`src/logic/ccie_pkg.sv`:
```
// constants and types shared by the clock controller interrupt enable block
package ccie_pkg;

  // bus and source widths
  localparam int ADDR_W  = 8;
  localparam int DATA_W  = 32;
  localparam int NUM_SRC = 12;

  // register byte offsets
  localparam logic [7:0] OFS_EN_CLR = 8'h00;
  localparam logic [7:0] OFS_EN_SET = 8'h04;
  localparam logic [7:0] OFS_FLAG   = 8'h08;
  localparam logic [7:0] OFS_STATUS = 8'h0C;
  localparam logic [7:0] OFS_WPROT  = 8'h10;

  // reset values
  localparam logic [31:0] SET_REG_RESET = 32'h0000_0000;
  localparam logic [11:0] EN_RESET      = 12'h000;
  localparam logic [11:0] FLAG_RESET    = 12'h000;
  localparam logic        WPROT_RESET   = 1'b0;

  // source bit positions, shared by enable, flag and status registers
  localparam int BIT_CRYSTAL_MAIN_READY    = 0;
  localparam int BIT_CRYSTAL_32K_READY     = 1;
  localparam int BIT_RC_32K_READY          = 2;
  localparam int BIT_RC_8MHZ_READY         = 3;
  localparam int BIT_LOOP_READY            = 4;
  localparam int BIT_LOOP_OUT_OF_BOUNDS    = 5;
  localparam int BIT_LOOP_FINE_LOCK        = 6;
  localparam int BIT_LOOP_COARSE_LOCK      = 7;
  localparam int BIT_LOOP_REF_CLOCK_STOPPED = 8;
  localparam int BIT_SUPPLY_MON_READY      = 9;
  localparam int BIT_SUPPLY_MON_DETECT     = 10;
  localparam int BIT_SUPPLY_MON_SYNC_READY = 11;

  // write-protect register field
  localparam int WPROT_LOCK_BIT = 0;

  // axi responses
  localparam logic [1:0] RESP_OKAY   = 2'h0;
  localparam logic [1:0] RESP_SLVERR = 2'h2;

  // bus channel states
  typedef enum logic [0:0] {
    WR_COLLECT = 1'b0,
    WR_RESP    = 1'b1
  } ccie_wr_state_t;

  typedef enum logic [0:0] {
    RD_IDLE = 1'b0,
    RD_RESP = 1'b1
  } ccie_rd_state_t;

endpackage

```
`src/logic/ccie_status_sync.sv`:
```
// three-stage synchroniser and rising-edge detector for status levels
`timescale 1ns/100ps
module ccie_status_sync #(
  parameter int W = 12
) (
  // clock and reset
  input  wire logic         i_clk,
  input  wire logic         i_rst,
  // asynchronous status levels
  input  wire logic [W-1:0] i_level,
  // filtered level and one-cycle rise pulse
  output logic      [W-1:0] o_level,
  output logic      [W-1:0] o_rise
);

  logic [W-1:0] meta_reg;
  logic [W-1:0] sync_a_reg;
  logic [W-1:0] sync_b_reg;
  logic [W-1:0] stable_reg;
  logic [W-1:0] stable_next;
  logic [W-1:0] rise_reg;

  // synchroniser chain; first stage feeds only the second
  always_ff @(posedge i_clk or posedge i_rst) begin
    if (i_rst) begin
      meta_reg   <= '0;
      sync_a_reg <= '0;
      sync_b_reg <= '0;
    end else begin
      meta_reg   <= i_level;
      sync_a_reg <= meta_reg;
      sync_b_reg <= sync_a_reg;
    end
  end

  // accept a change only once stages two and three agree
  assign stable_next = ((sync_a_reg ~^ sync_b_reg) & sync_b_reg)
                     | ((sync_a_reg ^ sync_b_reg) & stable_reg);

  // stable level and zero-to-one detection
  always_ff @(posedge i_clk or posedge i_rst) begin
    if (i_rst) begin
      stable_reg <= '0;
      rise_reg   <= '0;
    end else begin
      stable_reg <= stable_next;
      rise_reg   <= stable_next & ~stable_reg;
    end
  end

  assign o_level = stable_reg;
  assign o_rise  = rise_reg;

endmodule // ccie_status_sync

```
`src/logic/ccie_irq_flags.sv`:
```
// sticky interrupt flags with write-one-to-clear and enable gating
`timescale 1ns/100ps
module ccie_irq_flags #(
  parameter int W = 12
) (
  // clock and reset
  input  wire logic         i_clk,
  input  wire logic         i_rst,
  // flag set and clear
  input  wire logic [W-1:0] i_set,
  input  wire logic [W-1:0] i_clear,
  // enables
  input  wire logic [W-1:0] i_enable,
  // flags and combined request
  output logic      [W-1:0] o_flag,
  output logic              o_irq
);

  logic [W-1:0] flag_reg;
  logic [W-1:0] flag_next;
  logic         irq_reg;

  // a rise in the same cycle as a clear keeps the flag set
  assign flag_next = (flag_reg & ~i_clear) | i_set;

  // flag storage
  always_ff @(posedge i_clk or posedge i_rst) begin
    if (i_rst) begin
      flag_reg <= ccie_pkg::FLAG_RESET;
    end else begin
      flag_reg <= flag_next;
    end
  end

  // request is the or of every enabled flag
  always_ff @(posedge i_clk or posedge i_rst) begin
    if (i_rst) begin
      irq_reg <= 1'b0;
    end else begin
      irq_reg <= |(flag_reg & i_enable);
    end
  end

  assign o_flag = flag_reg;
  assign o_irq  = irq_reg;

endmodule // ccie_irq_flags

```
`src/logic/ccie_top.sv`:
```
// clock controller interrupt enable block with axi4-lite register slave
`timescale 1ns/100ps
module ccie_top #(
  parameter int NUM_SRC = ccie_pkg::NUM_SRC
) (
  // clock and reset
  input  wire logic                          i_clk,
  input  wire logic                          i_rst,
  // axi4-lite write address
  input  wire logic                          i_awvalid,
  input  wire logic [ccie_pkg::ADDR_W-1:0]   i_awaddr,
  input  wire logic [2:0]                    i_awprot,
  output logic                               o_awready,
  // axi4-lite write data
  input  wire logic                          i_wvalid,
  input  wire logic [ccie_pkg::DATA_W-1:0]   i_wdata,
  input  wire logic [ccie_pkg::DATA_W/8-1:0] i_wstrb,
  output logic                               o_wready,
  // axi4-lite write response
  output logic                               o_bvalid,
  output logic [1:0]                         o_bresp,
  input  wire logic                          i_bready,
  // axi4-lite read address
  input  wire logic                          i_arvalid,
  input  wire logic [ccie_pkg::ADDR_W-1:0]   i_araddr,
  input  wire logic [2:0]                    i_arprot,
  output logic                               o_arready,
  // axi4-lite read data
  output logic                               o_rvalid,
  output logic [ccie_pkg::DATA_W-1:0]        o_rdata,
  output logic [1:0]                         o_rresp,
  input  wire logic                          i_rready,
  // status levels from oscillators, loop and supply monitor
  input  wire logic [NUM_SRC-1:0]            i_clock_status,
  // interrupt request and current enables
  output logic                               o_irq,
  output logic [NUM_SRC-1:0]                 o_irq_enable
);

  // word-address match of a bus address against a register offset
  function automatic logic addr_hit(input logic [ccie_pkg::ADDR_W-1:0] addr,
                                    input logic [7:0] ofs);
    addr_hit = (addr[ccie_pkg::ADDR_W-1:2] == ofs[ccie_pkg::ADDR_W-1:2]);
  endfunction

  // expand byte strobes into a bit mask
  function automatic logic [31:0] strb_mask(input logic [3:0] strb);
    logic [31:0] m;
    m = 32'h0000_0000;
    for (int b = 0; b < 4; b++) begin
      m[b*8 +: 8] = {8{strb[b]}};
    end
    strb_mask = m;
  endfunction

  // write channel state
  ccie_pkg::ccie_wr_state_t          wr_state_reg;
  logic                              aw_got_reg;
  logic                              w_got_reg;
  logic [ccie_pkg::ADDR_W-1:0]       awaddr_reg;
  logic [ccie_pkg::DATA_W-1:0]       wdata_reg;
  logic [ccie_pkg::DATA_W/8-1:0]     wstrb_reg;
  logic [1:0]                        bresp_reg;
  logic                              aw_fire;
  logic                              w_fire;
  logic                              wr_commit;

  // read channel state
  ccie_pkg::ccie_rd_state_t          rd_state_reg;
  logic [ccie_pkg::DATA_W-1:0]       rdata_reg;
  logic [1:0]                        rresp_reg;
  logic                              ar_fire;

  // register contents and decode
  logic [NUM_SRC-1:0]                enable_reg;
  logic                              lock_reg;
  logic [ccie_pkg::DATA_W-1:0]       wdata_m;
  logic [NUM_SRC-1:0]                write_bits;
  logic                              hit_set;
  logic                              hit_clr;
  logic                              hit_flag;
  logic                              hit_status;
  logic                              hit_wprot;
  logic                              wr_mapped;
  logic                              wr_blocked;

  // source status and flags
  logic [NUM_SRC-1:0]                status_level;
  logic [NUM_SRC-1:0]                status_rise;
  logic [NUM_SRC-1:0]                flag_clear;
  logic [NUM_SRC-1:0]                flag_value;
  logic [ccie_pkg::DATA_W-1:0]       rd_word;
  logic [1:0]                        rd_resp;

  // ------------------------------------------------------------------
  // write address and data are taken in either order
  assign o_awready = (wr_state_reg == ccie_pkg::WR_COLLECT) & ~aw_got_reg;
  assign o_wready  = (wr_state_reg == ccie_pkg::WR_COLLECT) & ~w_got_reg;
  assign aw_fire   = i_awvalid & o_awready;
  assign w_fire    = i_wvalid & o_wready;
  assign wr_commit = (wr_state_reg == ccie_pkg::WR_COLLECT) & aw_got_reg & w_got_reg;

  // capture write address
  always_ff @(posedge i_clk or posedge i_rst) begin
    if (i_rst) begin
      aw_got_reg <= 1'b0;
      awaddr_reg <= '0;
    end else if (wr_commit) begin
      aw_got_reg <= 1'b0;
    end else if (aw_fire) begin
      aw_got_reg <= 1'b1;
      awaddr_reg <= i_awaddr;
    end
  end

  // capture write data and strobes
  always_ff @(posedge i_clk or posedge i_rst) begin
    if (i_rst) begin
      w_got_reg <= 1'b0;
      wdata_reg <= '0;
      wstrb_reg <= '0;
    end else if (wr_commit) begin
      w_got_reg <= 1'b0;
    end else if (w_fire) begin
      w_got_reg <= 1'b1;
      wdata_reg <= i_wdata;
      wstrb_reg <= i_wstrb;
    end
  end

  // write response sequencing
  // bresp is decided at the commit edge and stands until bready
  always_ff @(posedge i_clk or posedge i_rst) begin
    if (i_rst) begin
      wr_state_reg <= ccie_pkg::WR_COLLECT;
      bresp_reg    <= ccie_pkg::RESP_OKAY;
    end else begin
      case (wr_state_reg)
        ccie_pkg::WR_COLLECT: begin
          if (wr_commit) begin
            wr_state_reg <= ccie_pkg::WR_RESP;
            bresp_reg    <= (wr_mapped & ~wr_blocked) ? ccie_pkg::RESP_OKAY
                                                      : ccie_pkg::RESP_SLVERR;
          end
        end
        ccie_pkg::WR_RESP: begin
          if (i_bready) begin
            wr_state_reg <= ccie_pkg::WR_COLLECT;
          end
        end
        default: begin
          wr_state_reg <= ccie_pkg::WR_COLLECT;
        end
      endcase
    end
  end

  assign o_bvalid = (wr_state_reg == ccie_pkg::WR_RESP);
  assign o_bresp  = bresp_reg;

  // ------------------------------------------------------------------
  // write decode
  assign hit_set    = addr_hit(awaddr_reg, ccie_pkg::OFS_EN_SET);
  assign hit_clr    = addr_hit(awaddr_reg, ccie_pkg::OFS_EN_CLR);
  assign hit_flag   = addr_hit(awaddr_reg, ccie_pkg::OFS_FLAG);
  assign hit_status = addr_hit(awaddr_reg, ccie_pkg::OFS_STATUS);
  assign hit_wprot  = addr_hit(awaddr_reg, ccie_pkg::OFS_WPROT);
  assign wr_mapped  = hit_set | hit_clr | hit_flag | hit_status | hit_wprot;
  // locked enable registers refuse writes
  // flag and lock registers stay writable while locked, so software
  // can always clear a flag and release the lock
  assign wr_blocked = lock_reg & (hit_set | hit_clr);

  // only strobed bytes count; upper bits never reach a register
  assign wdata_m = wdata_reg & strb_mask(wstrb_reg);

  // per-source write bits, same layout for set, clear and flag
  always_comb begin
    write_bits = '0;
    write_bits[ccie_pkg::BIT_SUPPLY_MON_SYNC_READY] =
      wdata_m[ccie_pkg::BIT_SUPPLY_MON_SYNC_READY];
    write_bits[ccie_pkg::BIT_SUPPLY_MON_DETECT] =
      wdata_m[ccie_pkg::BIT_SUPPLY_MON_DETECT];
    write_bits[ccie_pkg::BIT_SUPPLY_MON_READY] =
      wdata_m[ccie_pkg::BIT_SUPPLY_MON_READY];
    write_bits[ccie_pkg::BIT_LOOP_REF_CLOCK_STOPPED] =
      wdata_m[ccie_pkg::BIT_LOOP_REF_CLOCK_STOPPED];
    write_bits[ccie_pkg::BIT_LOOP_COARSE_LOCK] =
      wdata_m[ccie_pkg::BIT_LOOP_COARSE_LOCK];
    write_bits[ccie_pkg::BIT_LOOP_FINE_LOCK] =
      wdata_m[ccie_pkg::BIT_LOOP_FINE_LOCK];
    write_bits[ccie_pkg::BIT_LOOP_OUT_OF_BOUNDS] =
      wdata_m[ccie_pkg::BIT_LOOP_OUT_OF_BOUNDS];
    write_bits[ccie_pkg::BIT_LOOP_READY] =
      wdata_m[ccie_pkg::BIT_LOOP_READY];
    write_bits[ccie_pkg::BIT_RC_8MHZ_READY] =
      wdata_m[ccie_pkg::BIT_RC_8MHZ_READY];
    write_bits[ccie_pkg::BIT_RC_32K_READY] =
      wdata_m[ccie_pkg::BIT_RC_32K_READY];
    write_bits[ccie_pkg::BIT_CRYSTAL_32K_READY] =
      wdata_m[ccie_pkg::BIT_CRYSTAL_32K_READY];
    write_bits[ccie_pkg::BIT_CRYSTAL_MAIN_READY] =
      wdata_m[ccie_pkg::BIT_CRYSTAL_MAIN_READY];
  end

  // ------------------------------------------------------------------
  // enable bits: ones set or clear, zeros leave bits alone
  // set and clear share one write port, so they never coincide;
  // a refused write leaves every enable as it was
  always_ff @(posedge i_clk or posedge i_rst) begin
    if (i_rst) begin
      enable_reg <= ccie_pkg::EN_RESET;
    end else if (wr_commit & ~wr_blocked & hit_set) begin
      enable_reg <= enable_reg | write_bits;
    end else if (wr_commit & ~wr_blocked & hit_clr) begin
      enable_reg <= enable_reg & ~write_bits;
    end
  end

  // write-protect lock for both enable registers
  always_ff @(posedge i_clk or posedge i_rst) begin
    if (i_rst) begin
      lock_reg <= ccie_pkg::WPROT_RESET;
    end else if (wr_commit & hit_wprot & wstrb_reg[0]) begin
      lock_reg <= wdata_reg[ccie_pkg::WPROT_LOCK_BIT];
    end
  end

  // write-one-to-clear pulses for the flags
  assign flag_clear = (wr_commit & hit_flag) ? write_bits : '0;

  // ------------------------------------------------------------------
  // status levels cross in and raise flags on their rising edge
  // levels come from other clock domains and may bounce; a flag
  // sees a rise only once the level has settled
  ccie_status_sync #(
    .W       (NUM_SRC)
  ) u_status_sync (
    .i_clk   (i_clk),
    .i_rst   (i_rst),
    .i_level (i_clock_status),
    .o_level (status_level),
    .o_rise  (status_rise)
  );

  // sticky flags gated by the enables into one request
  // request is registered, so it trails a flag or enable by one edge
  ccie_irq_flags #(
    .W        (NUM_SRC)
  ) u_irq_flags (
    .i_clk    (i_clk),
    .i_rst    (i_rst),
    .i_set    (status_rise),
    .i_clear  (flag_clear),
    .i_enable (enable_reg),
    .o_flag   (flag_value),
    .o_irq    (o_irq)
  );

  assign o_irq_enable = enable_reg;

  // ------------------------------------------------------------------
  // read decode; reserved upper bits read zero
  // the word is sampled at the address handshake, so the answer
  // shows state one cycle before rvalid rises
  always_comb begin
    rd_word = ccie_pkg::SET_REG_RESET;
    rd_resp = ccie_pkg::RESP_OKAY;
    if (addr_hit(i_araddr, ccie_pkg::OFS_EN_SET) |
        addr_hit(i_araddr, ccie_pkg::OFS_EN_CLR)) begin
      rd_word[NUM_SRC-1:0] = enable_reg;
    end else if (addr_hit(i_araddr, ccie_pkg::OFS_FLAG)) begin
      rd_word[NUM_SRC-1:0] = flag_value;
    end else if (addr_hit(i_araddr, ccie_pkg::OFS_STATUS)) begin
      rd_word[NUM_SRC-1:0] = status_level;
    end else if (addr_hit(i_araddr, ccie_pkg::OFS_WPROT)) begin
      rd_word[ccie_pkg::WPROT_LOCK_BIT] = lock_reg;
    end else begin
      rd_resp = ccie_pkg::RESP_SLVERR;
    end
  end

  assign ar_fire   = i_arvalid & o_arready;
  assign o_arready = (rd_state_reg == ccie_pkg::RD_IDLE);

  // read answer one cycle after the address is taken
  // arready drops while an answer waits, so a second read cannot
  // overwrite the read data before the master takes it
  always_ff @(posedge i_clk or posedge i_rst) begin
    if (i_rst) begin
      rd_state_reg <= ccie_pkg::RD_IDLE;
      rdata_reg    <= '0;
      rresp_reg    <= ccie_pkg::RESP_OKAY;
    end else begin
      case (rd_state_reg)
        ccie_pkg::RD_IDLE: begin
          if (ar_fire) begin
            rd_state_reg <= ccie_pkg::RD_RESP;
            rdata_reg    <= rd_word;
            rresp_reg    <= rd_resp;
          end
        end
        ccie_pkg::RD_RESP: begin
          if (i_rready) begin
            rd_state_reg <= ccie_pkg::RD_IDLE;
          end
        end
        default: begin
          rd_state_reg <= ccie_pkg::RD_IDLE;
        end
      endcase
    end
  end

  assign o_rvalid = (rd_state_reg == ccie_pkg::RD_RESP);
  assign o_rdata  = rdata_reg;
  assign o_rresp  = rresp_reg;

  // protection bits carry no meaning here
  // reduced into one unread net so the inputs still have a reader
  logic prot_unused;
  assign prot_unused = ^{i_awprot, i_arprot};

endmodule // ccie_top

```
`config.mk`:
```
export PLATFORM = sky130hd
export DESIGN_NAME = ccie_top
export DESIGN_NICKNAME = d
export VERILOG_FILES = /design/src/logic/ccie_pkg.sv /design/src/logic/ccie_status_sync.sv /design/src/logic/ccie_irq_flags.sv /design/src/logic/ccie_top.sv
export SDC_FILE = /design/constraint.sdc
export NUM_CORES = 1
export LEC_CHECK = 0
export BUFFER_PORTS_ARGS = -buffer_cell sky130_fd_sc_hd__buf_2
export CORE_ASPECT_RATIO = 0.7
export CORE_MARGIN = 10
export CORE_UTILIZATION = 45
export DETAILED_ROUTE_END_ITERATION = 6
export PLACE_DENSITY_LB_ADDON = 0.1
export REMOVE_ABC_BUFFERS = 1
export SLEW_MARGIN = 30
export SYNTH_ARGS = -nofsm -noshare
export SYNTH_HDL_FRONTEND = slang
export SYNTH_SLANG_ARGS = --single-unit
```
`constraint.sdc`:
```
create_clock -name i_clk -period 3.42 [get_ports i_clk]
set_input_delay 0.342 -clock i_clk [delete_from_list [all_inputs] [get_ports i_clk]]
set_output_delay 0.342 -clock i_clk [all_outputs]
set_load 0.01 [all_outputs]
```
=== After elaboration in Yosys (flattened, before gate mapping) ===
Cells that the tools add are included.

* Multiplexer cells: 23
* Bitwise gates (word level): 41
* Equal/unequal tests: 8
* Reductions and logical operators: 10

{| class="wikitable"
|+ Operator list
! operator !! count
|-
| 12-bit bitwise AND || 7
|-
| 12-bit 2-to-1 mux || 5
|-
| 12-bit inverter || 3
|-
| 12-bit bitwise OR || 3
|-
| 6-bit by 2-bit equality test with 1-bit output (second input constant) || 4
|-
| 1-bit bitwise AND || 15
|-
| 6-bit by 1-bit equality test with 1-bit output (second input constant) || 2
|-
| 6-bit by 3-bit equality test with 1-bit output (second input constant) || 2
|-
| 6-bit logical NOT || 2
|-
| 12-bit OR reduction || 1
|-
| 12-bit XNOR || 1
|-
| 12-bit XOR || 1
|-
| 11-bit 2-to-1 mux || 1
|-
| 1-bit 2-to-1 mux || 10
|-
| 2-bit 2-to-1 mux || 5
|-
| 2-bit AND reduction || 4
|-
| 1-bit inverter || 6
|-
| 2-bit nonzero test || 3
|-
| 1-bit bitwise OR || 5
|-
| 1-bit case mux with 2 select lines || 2
|}

* Logic and storage cells: 101
* Input bits: 77
* Flip-flop bits (word level): 128
* Output and inout port bits: 54

=== Longest topological paths before layout ===
Gate-level depths: netlist (run 1).

* Depth after elaboration: 8
* Gate-level depth with buffers: 6
* Gate-level depth less buffers: 4

=== Hierarchy ===
From an unflattened synthesis (run 1), not the netlist that was laid out.

* Cells, all modules: 406
* Area, all modules: 5008.6 um^2

{| class="wikitable"
|+ Modules (own cells, without submodules)
! module !! instances !! area an instance (um^2) !! cells each !! seq. area each (um^2)
|-
| ccie_top || 1 || 2647.5 || 264 || 1276.2
|-
| ccie_status_sync || 1 || 1820.5 || 97 || 1501.4
|-
| ccie_irq_flags || 1 || 540.5 || 45 || 325.3
|}

=== Least setup slack after synthesis (run 1) ===
No wires, ideal clock.

* Path type: register -> register
* Start point: reg wr_state_reg (netlist: o_bvalid)
* End point: reg wdata_reg[0] in the netlist's numbering
* Stages on the path, launching flop included: 6
* Arrival: 1508 ps
* Required time: 3295 ps
* Library setup time: 125 ps
* Clock period less this slack: 1633 ps
* Path slack: 1787 ps
* Path buffers: 2
* Path through: dfrtp_1 nor2_1 and2_1 clkbuf_1 buf_4 mux2_2

* Elaborated cells between the ends (all ways): 7
* Those cells by class: bitwise: 6; reduce/logical: 1

{| class="wikitable"
|+ RTL lines
! item !! RTL line !! source
|-
| start: declaration || ccie_top.sv:57 || <nowiki>ccie_pkg::ccie_wr_state_t wr_state_reg;</nowiki>
|-
| start signal: assignment || ccie_top.sv:135 || <nowiki>wr_state_reg <= ccie_pkg::WR_COLLECT;</nowiki>
|-
| start signal: assignment || ccie_top.sv:141 || <nowiki>wr_state_reg <= ccie_pkg::WR_RESP;</nowiki>
|-
| start signal: assignment || ccie_top.sv:148 || <nowiki>wr_state_reg <= ccie_pkg::WR_COLLECT;</nowiki>
|-
| 1-bit inverter || -- ||
|-
| 1-bit bitwise AND || ccie_top.sv:98 || <nowiki>assign o_wready = (wr_state_reg == ccie_pkg::WR_COLLECT) & ~w_got_reg;</nowiki>
|-
| via o_wready || ccie_top.sv:18 || <nowiki>output logic o_wready,</nowiki>
|-
| 1-bit bitwise AND || ccie_top.sv:100 || <nowiki>assign w_fire = i_wvalid & o_wready;</nowiki>
|-
| 2-bit AND reduction (no line) || -- ||
|-
| end signal: assignment || ccie_top.sv:126 || <nowiki>wdata_reg <= i_wdata;</nowiki>
|-
| end: declaration || ccie_top.sv:61 || <nowiki>logic [ccie_pkg::DATA_W-1:0] wdata_reg;</nowiki>
|}

The timed path passes the listed nets, and every way through them passes these cells.
A chain may end at the register's enable or synchronous reset.

=== Final worst setup path (run 1) ===
* Start point: reg awaddr_reg[2] in the netlist's numbering
* End point: reg u_irq_flags.flag_reg[5] (netlist: u_irq_flags.o_flag[5])

* Cells in the longest elaborated chain, start to end: 6

{| class="wikitable"
|+ RTL lines
! item !! RTL line !! source
|-
| start: declaration || ccie_top.sv:60 || <nowiki>logic [ccie_pkg::ADDR_W-1:0] awaddr_reg;</nowiki>
|-
| start signal: assignment || ccie_top.sv:112 || <nowiki>awaddr_reg <= i_awaddr;</nowiki>
|-
| 6-bit by 2-bit equality test with 1-bit output || ccie_top.sv:43 || <nowiki>addr_hit = (addr[ccie_pkg::ADDR_W-1:2] == ofs[ccie_pkg::ADDR_W-1:2]);</nowiki>
|-
| 1-bit bitwise AND || ccie_top.sv:230 || <nowiki>assign flag_clear = (wr_commit & hit_flag) ? write_bits : '0;</nowiki>
|-
| 12-bit 2-to-1 mux || ccie_top.sv:230 ||
|-
| 12-bit inverter || ccie_irq_flags.sv:24 || <nowiki>assign flag_next = (flag_reg & ~i_clear) | i_set;</nowiki>
|-
| 12-bit bitwise AND || ccie_irq_flags.sv:24 ||
|-
| 12-bit bitwise OR || ccie_irq_flags.sv:24 ||
|-
| via u_irq_flags.flag_next[5] || ccie_irq_flags.sv:20 || <nowiki>logic [W-1:0] flag_next;</nowiki>
|-
| end signal: assignment || ccie_irq_flags.sv:29 || <nowiki>flag_reg <= ccie_pkg::FLAG_RESET;</nowiki>
|-
| end signal: assignment || ccie_irq_flags.sv:31 || <nowiki>flag_reg <= flag_next;</nowiki>
|-
| end: declaration || ccie_irq_flags.sv:19 || <nowiki>logic [W-1:0] flag_reg;</nowiki>
|}

The timed path passes the listed nets, and every way through them passes these cells.

==> results of run 1 <==
## layer usage
metal | vias to the layer above | GRT usage [%] | share of wire, %
li1 | 1459 | - | -
met1 | 1539 | 19.97 | 49
met2 | 88 | 21.47 | 42
met3 | 20 | 5.467 | 6.8
met4 | 0 | 7.050 | 1.7
met5 | - | 0 | 0
## worst paths after layout
| check | to | slack [ps] | cells past startpoint |
|---|---|---|---|
| min in group i_clk | u_status_sync.meta_reg[5] | 30 | 1 |
| max in group asynchronous | o_rdata[6] | 2620 | 3 |
| min | u_status_sync.o_level[4] | -10 | 2 |
| min reg2reg | u_status_sync.sync_a_reg[10] | 350 | 0 |
| max reg2reg | u_irq_flags.o_flag[5] | 1400 | 4 |
| max | u_irq_flags.o_flag[5] | 1400 | 4 |
## power by group
part	switching, W	internal [W]	leakage [nW]
Clock	0.000672	0.00111	0.278
Combinational	0.000457	0.000448	1.09
Sequential	0.000277	0.00177	1.48
Total	0.00141	0.00333	2.85
## layout by cell type (no fill, tap or decap), types with 2 or more instances in the layout
| master | synthesis | layout |
|---|---|---|
| sky130_fd_sc_hd__dfrtp_1 | 124 | 124 |
| sky130_fd_sc_hd__a221oi_1 | 3 | 3 |
| sky130_fd_sc_hd__and2_1 | 2 | 2 |
| sky130_fd_sc_hd__inv_1 | 5 | 4 |
| sky130_fd_sc_hd__nor2b_1 | 13 | 12 |
| sky130_fd_sc_hd__nand2b_1 | 10 | 10 |
| sky130_fd_sc_hd__clkbuf_8 | 3 | 2 |
| sky130_fd_sc_hd__a21oi_1 | 4 | 4 |
| sky130_fd_sc_hd__clkinvlp_4 | 0 | 5 |
| sky130_fd_sc_hd__buf_2 | 1 | 76 |
| sky130_fd_sc_hd__mux2_2 | 31 | 31 |
| sky130_fd_sc_hd__clkinv_4 | 0 | 3 |
| sky130_fd_sc_hd__and4_1 | 2 | 2 |
| sky130_fd_sc_hd__nand2_1 | 19 | 19 |
| sky130_fd_sc_hd__clkbuf_16 | 0 | 17 |
| sky130_fd_sc_hd__nand3_1 | 32 | 32 |
| sky130_fd_sc_hd__o21ai_0 | 5 | 5 |
| sky130_fd_sc_hd__a22o_1 | 3 | 3 |
| sky130_fd_sc_hd__conb_1 | 1 | 22 |
| sky130_fd_sc_hd__buf_4 | 26 | 3 |
| sky130_fd_sc_hd__or2b_2 | 3 | 3 |
| sky130_fd_sc_hd__clkinv_2 | 0 | 2 |
| sky130_fd_sc_hd__bufinv_16 | 0 | 2 |
| sky130_fd_sc_hd__ha_1 | 12 | 12 |
| sky130_fd_sc_hd__a21o_1 | 25 | 25 |
| sky130_fd_sc_hd__nor2_1 | 27 | 27 |
| sky130_fd_sc_hd__a22oi_1 | 10 | 10 |
## kinds of logic (layout without fill, tap and decap cells)
logic type / after synthesis / in the layout
buffers and inverters: 43 / 117
AND/OR/NAND/NOR: 118 / 118
other: 1 / 22
flip-flops: 124 / 124
adder cells (fa/ha/maj): 12 / 12
AO/OA/AOI/OAI: 56 / 56
multiplexers: 32 / 32
## per-stage QoR
stage / TNS (ps) / std cells
6_report: 0 / 634
5_1_grt: 0 / 634
4_1_cts: 0 / 634
3_5_place_dp: 0 / 602
3_3_place_gp: 0 / 602
2_1_floorplan: -27430 / 369
## worst max-delay path: stages, from the launching register on
cell	delay, ps
sky130_fd_sc_hd__dfrtp_1	600
sky130_fd_sc_hd__nor3b_2	460
sky130_fd_sc_hd__and4_1	530
sky130_fd_sc_hd__nand2_1	120
sky130_fd_sc_hd__a21o_1	190
## cell type report
type                    instances  area, um2  share of cell area, %
clock buffers                  19      452.9                  7.575
inverters                       5      21.27                 0.3557
repair buffers                 80      422.9                  7.073
multi-input cells             240       1645                  27.52
clock inverters                13      142.6                  2.385
well taps                     153      191.4                  3.202
flip-flops and latches        124       3103                  51.89
==> Implementation_results.wiki, run 1 <==
{| class="wikitable"
! Metric !! Value
|-
| Hold bufs inserted after CTS || 0
|-
| Share of the core filled with cells || 54.91%
|-
| Nature of the critical path startpoint || flip-flop
|-
| Arithmetic-cell share of the synthesized area counting full adders, half adders and majority gates || 3.019%
|-
| Setup WS pre-CTS || 1282 ps
|-
| First-pass GRT wire length || 18230 um
|-
| Worst slew margin relative to its limit || 39.13%
|-
| Die Outline Area || 0.01572 mm2
|-
| GRT Overall Usage || 14.99%
|-
| Final #Nets || 557
|-
| Area of the core || 0.01089 mm2
|-
| Area share of and/or/nand/nor cells after synthesis || 12.88%
|-
| Mean instance size in the synthesized netlist || 12.88 um2
|-
| Routability cong. || 0.7658
|-
| Number of synthesized flops with an enable pin || 0
|-
| Run status || finished, violations left
|-
| Flip-flop and latch count after synthesis || 124
|-
| Number of buffers added by the clock tree synthesis step || 17
|-
| Clock Latency Late Sink || 420 ps
|-
| Vias in the first global route || 3432
|-
| Final instance area || 0.005979 mm2
|-
| Clock transition time at the flip-flop clock pins of the worst setup and hold paths || 60 ps
|-
| Count of boundary I/O pins || 131
|-
| Routed vias/inst || 4.899
|-
| Count of endpoints failing setup in the final report || 0
|-
| Slew at the pin closest to its max-slew limit || 909.1 ps
|-
| Count of filler cells inserted in the layout || 994
|-
| Worst Hold Margin || -12.26 ps
|-
| Worst IR Drop VDD || 0.0004119 V
|-
| Height of the chip || 108.0 um
|-
| Leading post-synthesis cells by instance count || sky130_fd_sc_hd__dfrtp_1, sky130_fd_sc_hd__nand3_1, sky130_fd_sc_hd__mux2_2, sky130_fd_sc_hd__nor2_1, sky130_fd_sc_hd__buf_4
|-
| Max Clk Rate || 0.4951 GHz
|-
| Syn-to-layout area delta || 20.23%
|-
| Placed instance area || 0.005384 mm2
|-
| Antenna fix cells || 0
|-
| Grt total ovfl || 0
|-
| Multiplexer fraction of the synthesized cell area || 7.245%
|-
| Number of buffers between clock root and the deepest sink || 2
|-
| Largest net degree at the start of global routing || 54
|-
| Path type of the worst min-delay path || in2async
|-
| PnR Total Power || 0.004736 W
|-
| Static leakage || 2.853 nW
|-
| Number of antenna violations at the first check in global routing || 0
|-
| Ratio of cells with drive above 1 in the final layout || 32.02%
|-
| Die width || 145.7 um
|-
| Worst clock skew on the final layout || 9.760 ps
|-
| Detailed-route DRC error count || 0
|-
| Launch point of the worst reg-to-reg path || awaddr_reg[2]
|-
| Xor and xnor area share after synthesis || 0%
|-
| Starting density of the core || 45.67%
|-
| Fraction of post-synthesis cell area in the top cell type by area || 62.39%
|-
| Combinational family with the most area after synthesis || simple AND/OR/NAND/NOR gates
|-
| Post-CTS Resized || 0
|-
| Clock tree from TritonCTS || yes
|-
| Post-synth ARST share || 100.0%
|-
| Most numerous cell in the Yosys netlist || sky130_fd_sc_hd__dfrtp_1
|-
| CTS Sinks || 124
|-
| Start-to-end type of the worst setup path || reg2reg
|-
| Number of nets still failing antenna checks after routing || 0
|-
| Final critical-path required period || 2020 ps
|-
| Number of standard cells after synthesis || 386
|-
| Initial DRC Count || 171
|-
| Via count || 3106
|-
| Number of buffers added on ports || 76
|-
| Crit path launch || awaddr_reg[2]
|-
| Total power divided by cell area || 792.1 mW/mm2
|-
| Cell taking the most area after synthesis || sky130_fd_sc_hd__dfrtp_1
|-
| Compound-gate portion of the synthesized area || 8.226%
|-
| Post-synth top flop || sky130_fd_sc_hd__dfrtp_1
|-
| Fin. max-slew vios || 0
|-
| RSZ-0062 raised after global routing || no
|-
| Critical Path Sink Type || flip-flop
|-
| Hold Vio Cnt, Final || 8
|-
| Post-CTS Setup Bufs || 0
|-
| Length of the first detailed-routing pass in iterations || 4
|-
| Arrival time of the worst setup path || 2330 ps
|-
| Largest cells by area after synthesis || sky130_fd_sc_hd__dfrtp_1, sky130_fd_sc_hd__mux2_2, sky130_fd_sc_hd__buf_4, sky130_fd_sc_hd__a21o_1, sky130_fd_sc_hd__nand3_1
|-
| Yosys warns || 0
|-
| Floorplan row count || 32
|-
| Crit path setup slack, layout || 1400 ps
|-
| Share of the cycle needed by the critical path after routing || 59.06%
|-
| H-tree depth reported by CTS || 4
|-
| Number of library cell types mapped by synthesis || 42
|-
| Share of the yosys chip area belonging to registers || 62.39%
|-
| Detailed placement HPWL || 7520 um
|-
| Biggest fanout along the worst timing path || 15
|-
| Required time of the worst setup path || 3730 ps
|-
| Routed length per instance || 17.32 um
|-
| Violations in the final reports || hold timing
|-
| Total wire length after detailed routing || 10980 um
|-
| Max-cap violations || 0
|-
| Combined area of all synthesized cells || 0.004974 mm2
|-
| Clock tree root driver cell || sky130_fd_sc_hd__clkbuf_16
|}
Note: power is estimated with default switching activity, not from simulation.
==> run 2: changes to the inputs <==
==> constraint.sdc (replaced) <==
create_clock -name i_clk -period 1.7 [get_ports i_clk]
set_input_delay 0.17 -clock i_clk [delete_from_list [all_inputs] [get_ports i_clk]]
set_output_delay 0.17 -clock i_clk [all_outputs]
set_load 0.01 [all_outputs]
==> Implementation_results.wiki, run 2 (same netlist as run 1, synthesis figures left out) <==
{| class="wikitable"
! Metric !! Value
|-
| Run status || complete, no violations
|-
| First-pass GRT wire length || 18390 um (+0.87%)
|-
| Clock tree root driver cell || sky130_fd_sc_hd__clkbuf_16
|-
| Total power divided by cell area || 1522 mW/mm2 (+92%)
|-
| Cell internal power dissipation || 0.007042 W (+110%)
|-
| Reg area || 0.003103 mm2 (unchanged)
|-
| GRT Overall Usage || 15.02% (+0.034 points)
|-
| Crit path setup slack, layout || 90.52 ps (-1310 ps)
|-
| Worst IR Drop VDD || 0.0007617 V (+85%)
|-
| Fin. max-slew vios || 0 (unchanged)
|-
| Max-cap violations || 0 (unchanged)
|-
| Antenna fix cells || 0 (unchanged)
|-
| Path type of the worst min-delay path || in2reg
|-
| H-tree depth reported by CTS || 4 (unchanged)
|-
| Initial DRC Count || 151 (-12%)
|-
| Number of buffers added on ports || 76 (unchanged)
|-
| Routed length per instance || 16.54 um (-4.5%)
|-
| Largest net degree at the start of global routing || 56 (+3.7%)
|-
| Total wire length after detailed routing || 11230 um (+2.2%)
|-
| Fraction of power consumed by sequential logic || 41.5% (-1.7 points)
|-
| Via count || 3270 (+5.3%)
|-
| Floorplan row count || 32 (unchanged)
|-
| Height of the chip || 108.0 um (unchanged)
|-
| Cells on worst reg2reg path || 5 (+1)
|-
| Setup WS pre-CTS || 96.08 ps (-1185 ps)
|-
| Worst clock skew on the final layout || 6.384 ps (-3.376 ps)
|-
| Multi-input gate area || 0.001645 mm2 (unchanged)
|-
| Die width || 145.7 um (unchanged)
|-
| Start-to-end type of the worst setup path || reg2reg
|-
| Number of buffers added by the clock tree synthesis step || 17 (unchanged)
|-
| Starting density of the core || 45.67% (unchanged)
|-
| Commonest non-fill, non-tap cell in the layout || sky130_fd_sc_hd__dfrtp_1
|-
| Routability cong. || 0.7635 (-0.30%)
|-
| Share of the cycle needed by the critical path after routing || 94.68% (+36 points)
|-
| Die Outline Area || 0.01572 mm2 (unchanged)
|-
| Max Clk Rate || 0.6213 GHz (+26%)
|-
| Syn-to-layout area delta || 29.41%
|-
| Detailed-route DRC error count || 0 (unchanged)
|-
| Grt total ovfl || 0 (unchanged)
|-
| Required time of the worst setup path || 1990 ps (-1740 ps)
|-
| Number of antenna violations at the first check in global routing || 0 (unchanged)
|-
| Combinational share of power || 21.5% (+2.4 points)
|-
| Area of the core || 0.01089 mm2 (unchanged)
|-
| Length of the first detailed-routing pass in iterations || 4 (unchanged)
|-
| Ratio of cells with drive above 1 in the final layout || 31.37% (-0.65 points)
|-
| Clock share of power || 37.1% (-0.6 points)
|-
| Count of filler cells inserted in the layout || 933 (-6.1%)
|-
| Library cell contributing the largest single delay on the critical path || sky130_fd_sc_hd__dfrtp_1
|-
| Hold Vio Cnt, Final || 0 (-8)
|-
| Final critical-path required period || 1609 ps (-410.4 ps)
|-
| Routed vias/inst || 4.816 (-1.7%)
|-
| Biggest fanout along the worst timing path || 4 (-11)
|-
| Max stage delay on crit path || 380 ps (-220 ps)
|-
| Count of endpoints failing setup in the final report || 0 (unchanged)
|-
| Nature of the critical path startpoint || flip-flop
|-
| Cell count of the worst hold path || 2
|-
| Detailed placement HPWL || 7701 um (+2.4%)
|-
| Vias in the first global route || 3449 (+0.50%)
|-
| Highest-count cells in the layout ignoring fill and taps || sky130_fd_sc_hd__dfrtp_1, sky130_fd_sc_hd__buf_2, sky130_fd_sc_hd__nand3_1
|-
| Share of the core filled with cells || 59.10% (+4.2 points)
|-
| Final #Nets || 603 (+8.3%)
|-
| RSZ-0062 raised after global routing || no
|-
| Crit-path cells || nor3_2 > and4_1 > buf_4 > nand2_1 > mux2_2
|-
| Static leakage || 3.085 nW (+8.1%)
|-
| Net switching share of the total power || 28.11% (-1.6 points)
|-
| Number of buffers between clock root and the deepest sink || 2 (unchanged)
|-
| Clock Latency Late Sink || 410 ps (about the same)
|-
| Critical Path Sink Type || flip-flop
|-
| Clock tree from TritonCTS || yes
|-
| CTS Sinks || 124 (unchanged)
|-
| Net Sw Power || 0.002753 W (+96%)
|-
| Count of boundary I/O pins || 131 (unchanged)
|-
| Arrival time of the worst setup path || 1900 ps (-430 ps)
|-
| Clock transition time at the flip-flop clock pins of the worst setup and hold paths || 50 ps (about the same)
|-
| Number of nets still failing antenna checks after routing || 0 (unchanged)
|}
run 2: changes by cell type in the layout (fill, tap and decap cells not counted), moves of 3 or more:
cell                            delta
sky130_fd_sc_hd__dlygate4sd3_1    +30
sky130_fd_sc_hd__buf_4            +13
sky130_fd_sc_hd__clkbuf_1          +4
sky130_fd_sc_hd__clkinvlp_4        -4
sky130_fd_sc_hd__buf_12            +3
sky130_fd_sc_hd__clkinv_4          -3
run 2: worst max-delay path: cells and delay by family, from the launching register on:
family | cells | cell delay, ps
simple gates | 3 | 690
buf+inv | 1 | 160
mux | 1 | 270
flops | 1 | 380
run 2: per-stage QoR:
stage | instance area (um2) | instances | total power, W | setup TNS [ps] | hold slack, ps
global placement | 5542 | 618 | 0.006118 | 0 | 121.5
CTS | 6436 | 679 | 0.009908 | 0 | 3.360
global route | 6436 | 679 | 0.01031 | 0 | 8.813
floorplan | 4765 | 369 | 0.005207 | -227780 | 201.4
finish | 6436 | 679 | 0.009795 | 0 | 13.96
detailed placement | 5542 | 618 | 0.006178 | 0 | 127.5
run 2: path summary, 6_finish.rpt:
path,slack (ps),to,start
max in group asynchronous,890,async pin,i_rst
worst min-delay path,10,wdata_reg[11],i_wdata[11]
min in group asynchronous,250,u_status_sync.meta_reg[5],i_rst
worst min register to register,350,u_status_sync.sync_a_reg[2],u_status_sync.meta_reg[2]
worst max register to register,90,flip-flop,awaddr_reg[5]
worst max-delay path,90,flip-flop,awaddr_reg[5]
run 2: layer usage:
layer  global-route usage [%]  up-vias  routed length, um
met3                    6.135        6                715
li1                         -     1547                  -
met1                    19.77     1621               5487
met4                    4.964        0                 52
met5                        0        -                  0
met2                    22.29       96               4974
run 2: cell type report:
class | count | area share, %
clock inverters | 7 | 1.750
well taps | 153 | 2.974
multi-input cells | 240 | 25.56
repair buffers | 126 | 13.69
clock buffers | 24 | 7.484
flip-flops and latches | 124 | 48.21
inverters | 5 | 0.3305
run 2: repair_timing:
| action | in CTS | in global routing |
|---|---|---|
| endpoints found under the hold margin | 44 | 0 |
| resized for setup | 0 | 0 |
| setup buffers | 0 | 0 |
| hold buffers | 30 | 0 |
run 2: power groups by stage:
stage | combinational, W | sequential [W] | clock (W)
6_report | 0.00210 | 0.00406 | 0.00363
5_1_grt | 0.00232 | 0.00415 | 0.00384
4_1_cts | 0.00214 | 0.00406 | 0.00371
3_5_place_dp | 0.00208 | 0.00410 | 0
3_3_place_gp | 0.00204 | 0.00408 | 0
2_1_floorplan | 0.00110 | 0.00410 | 0
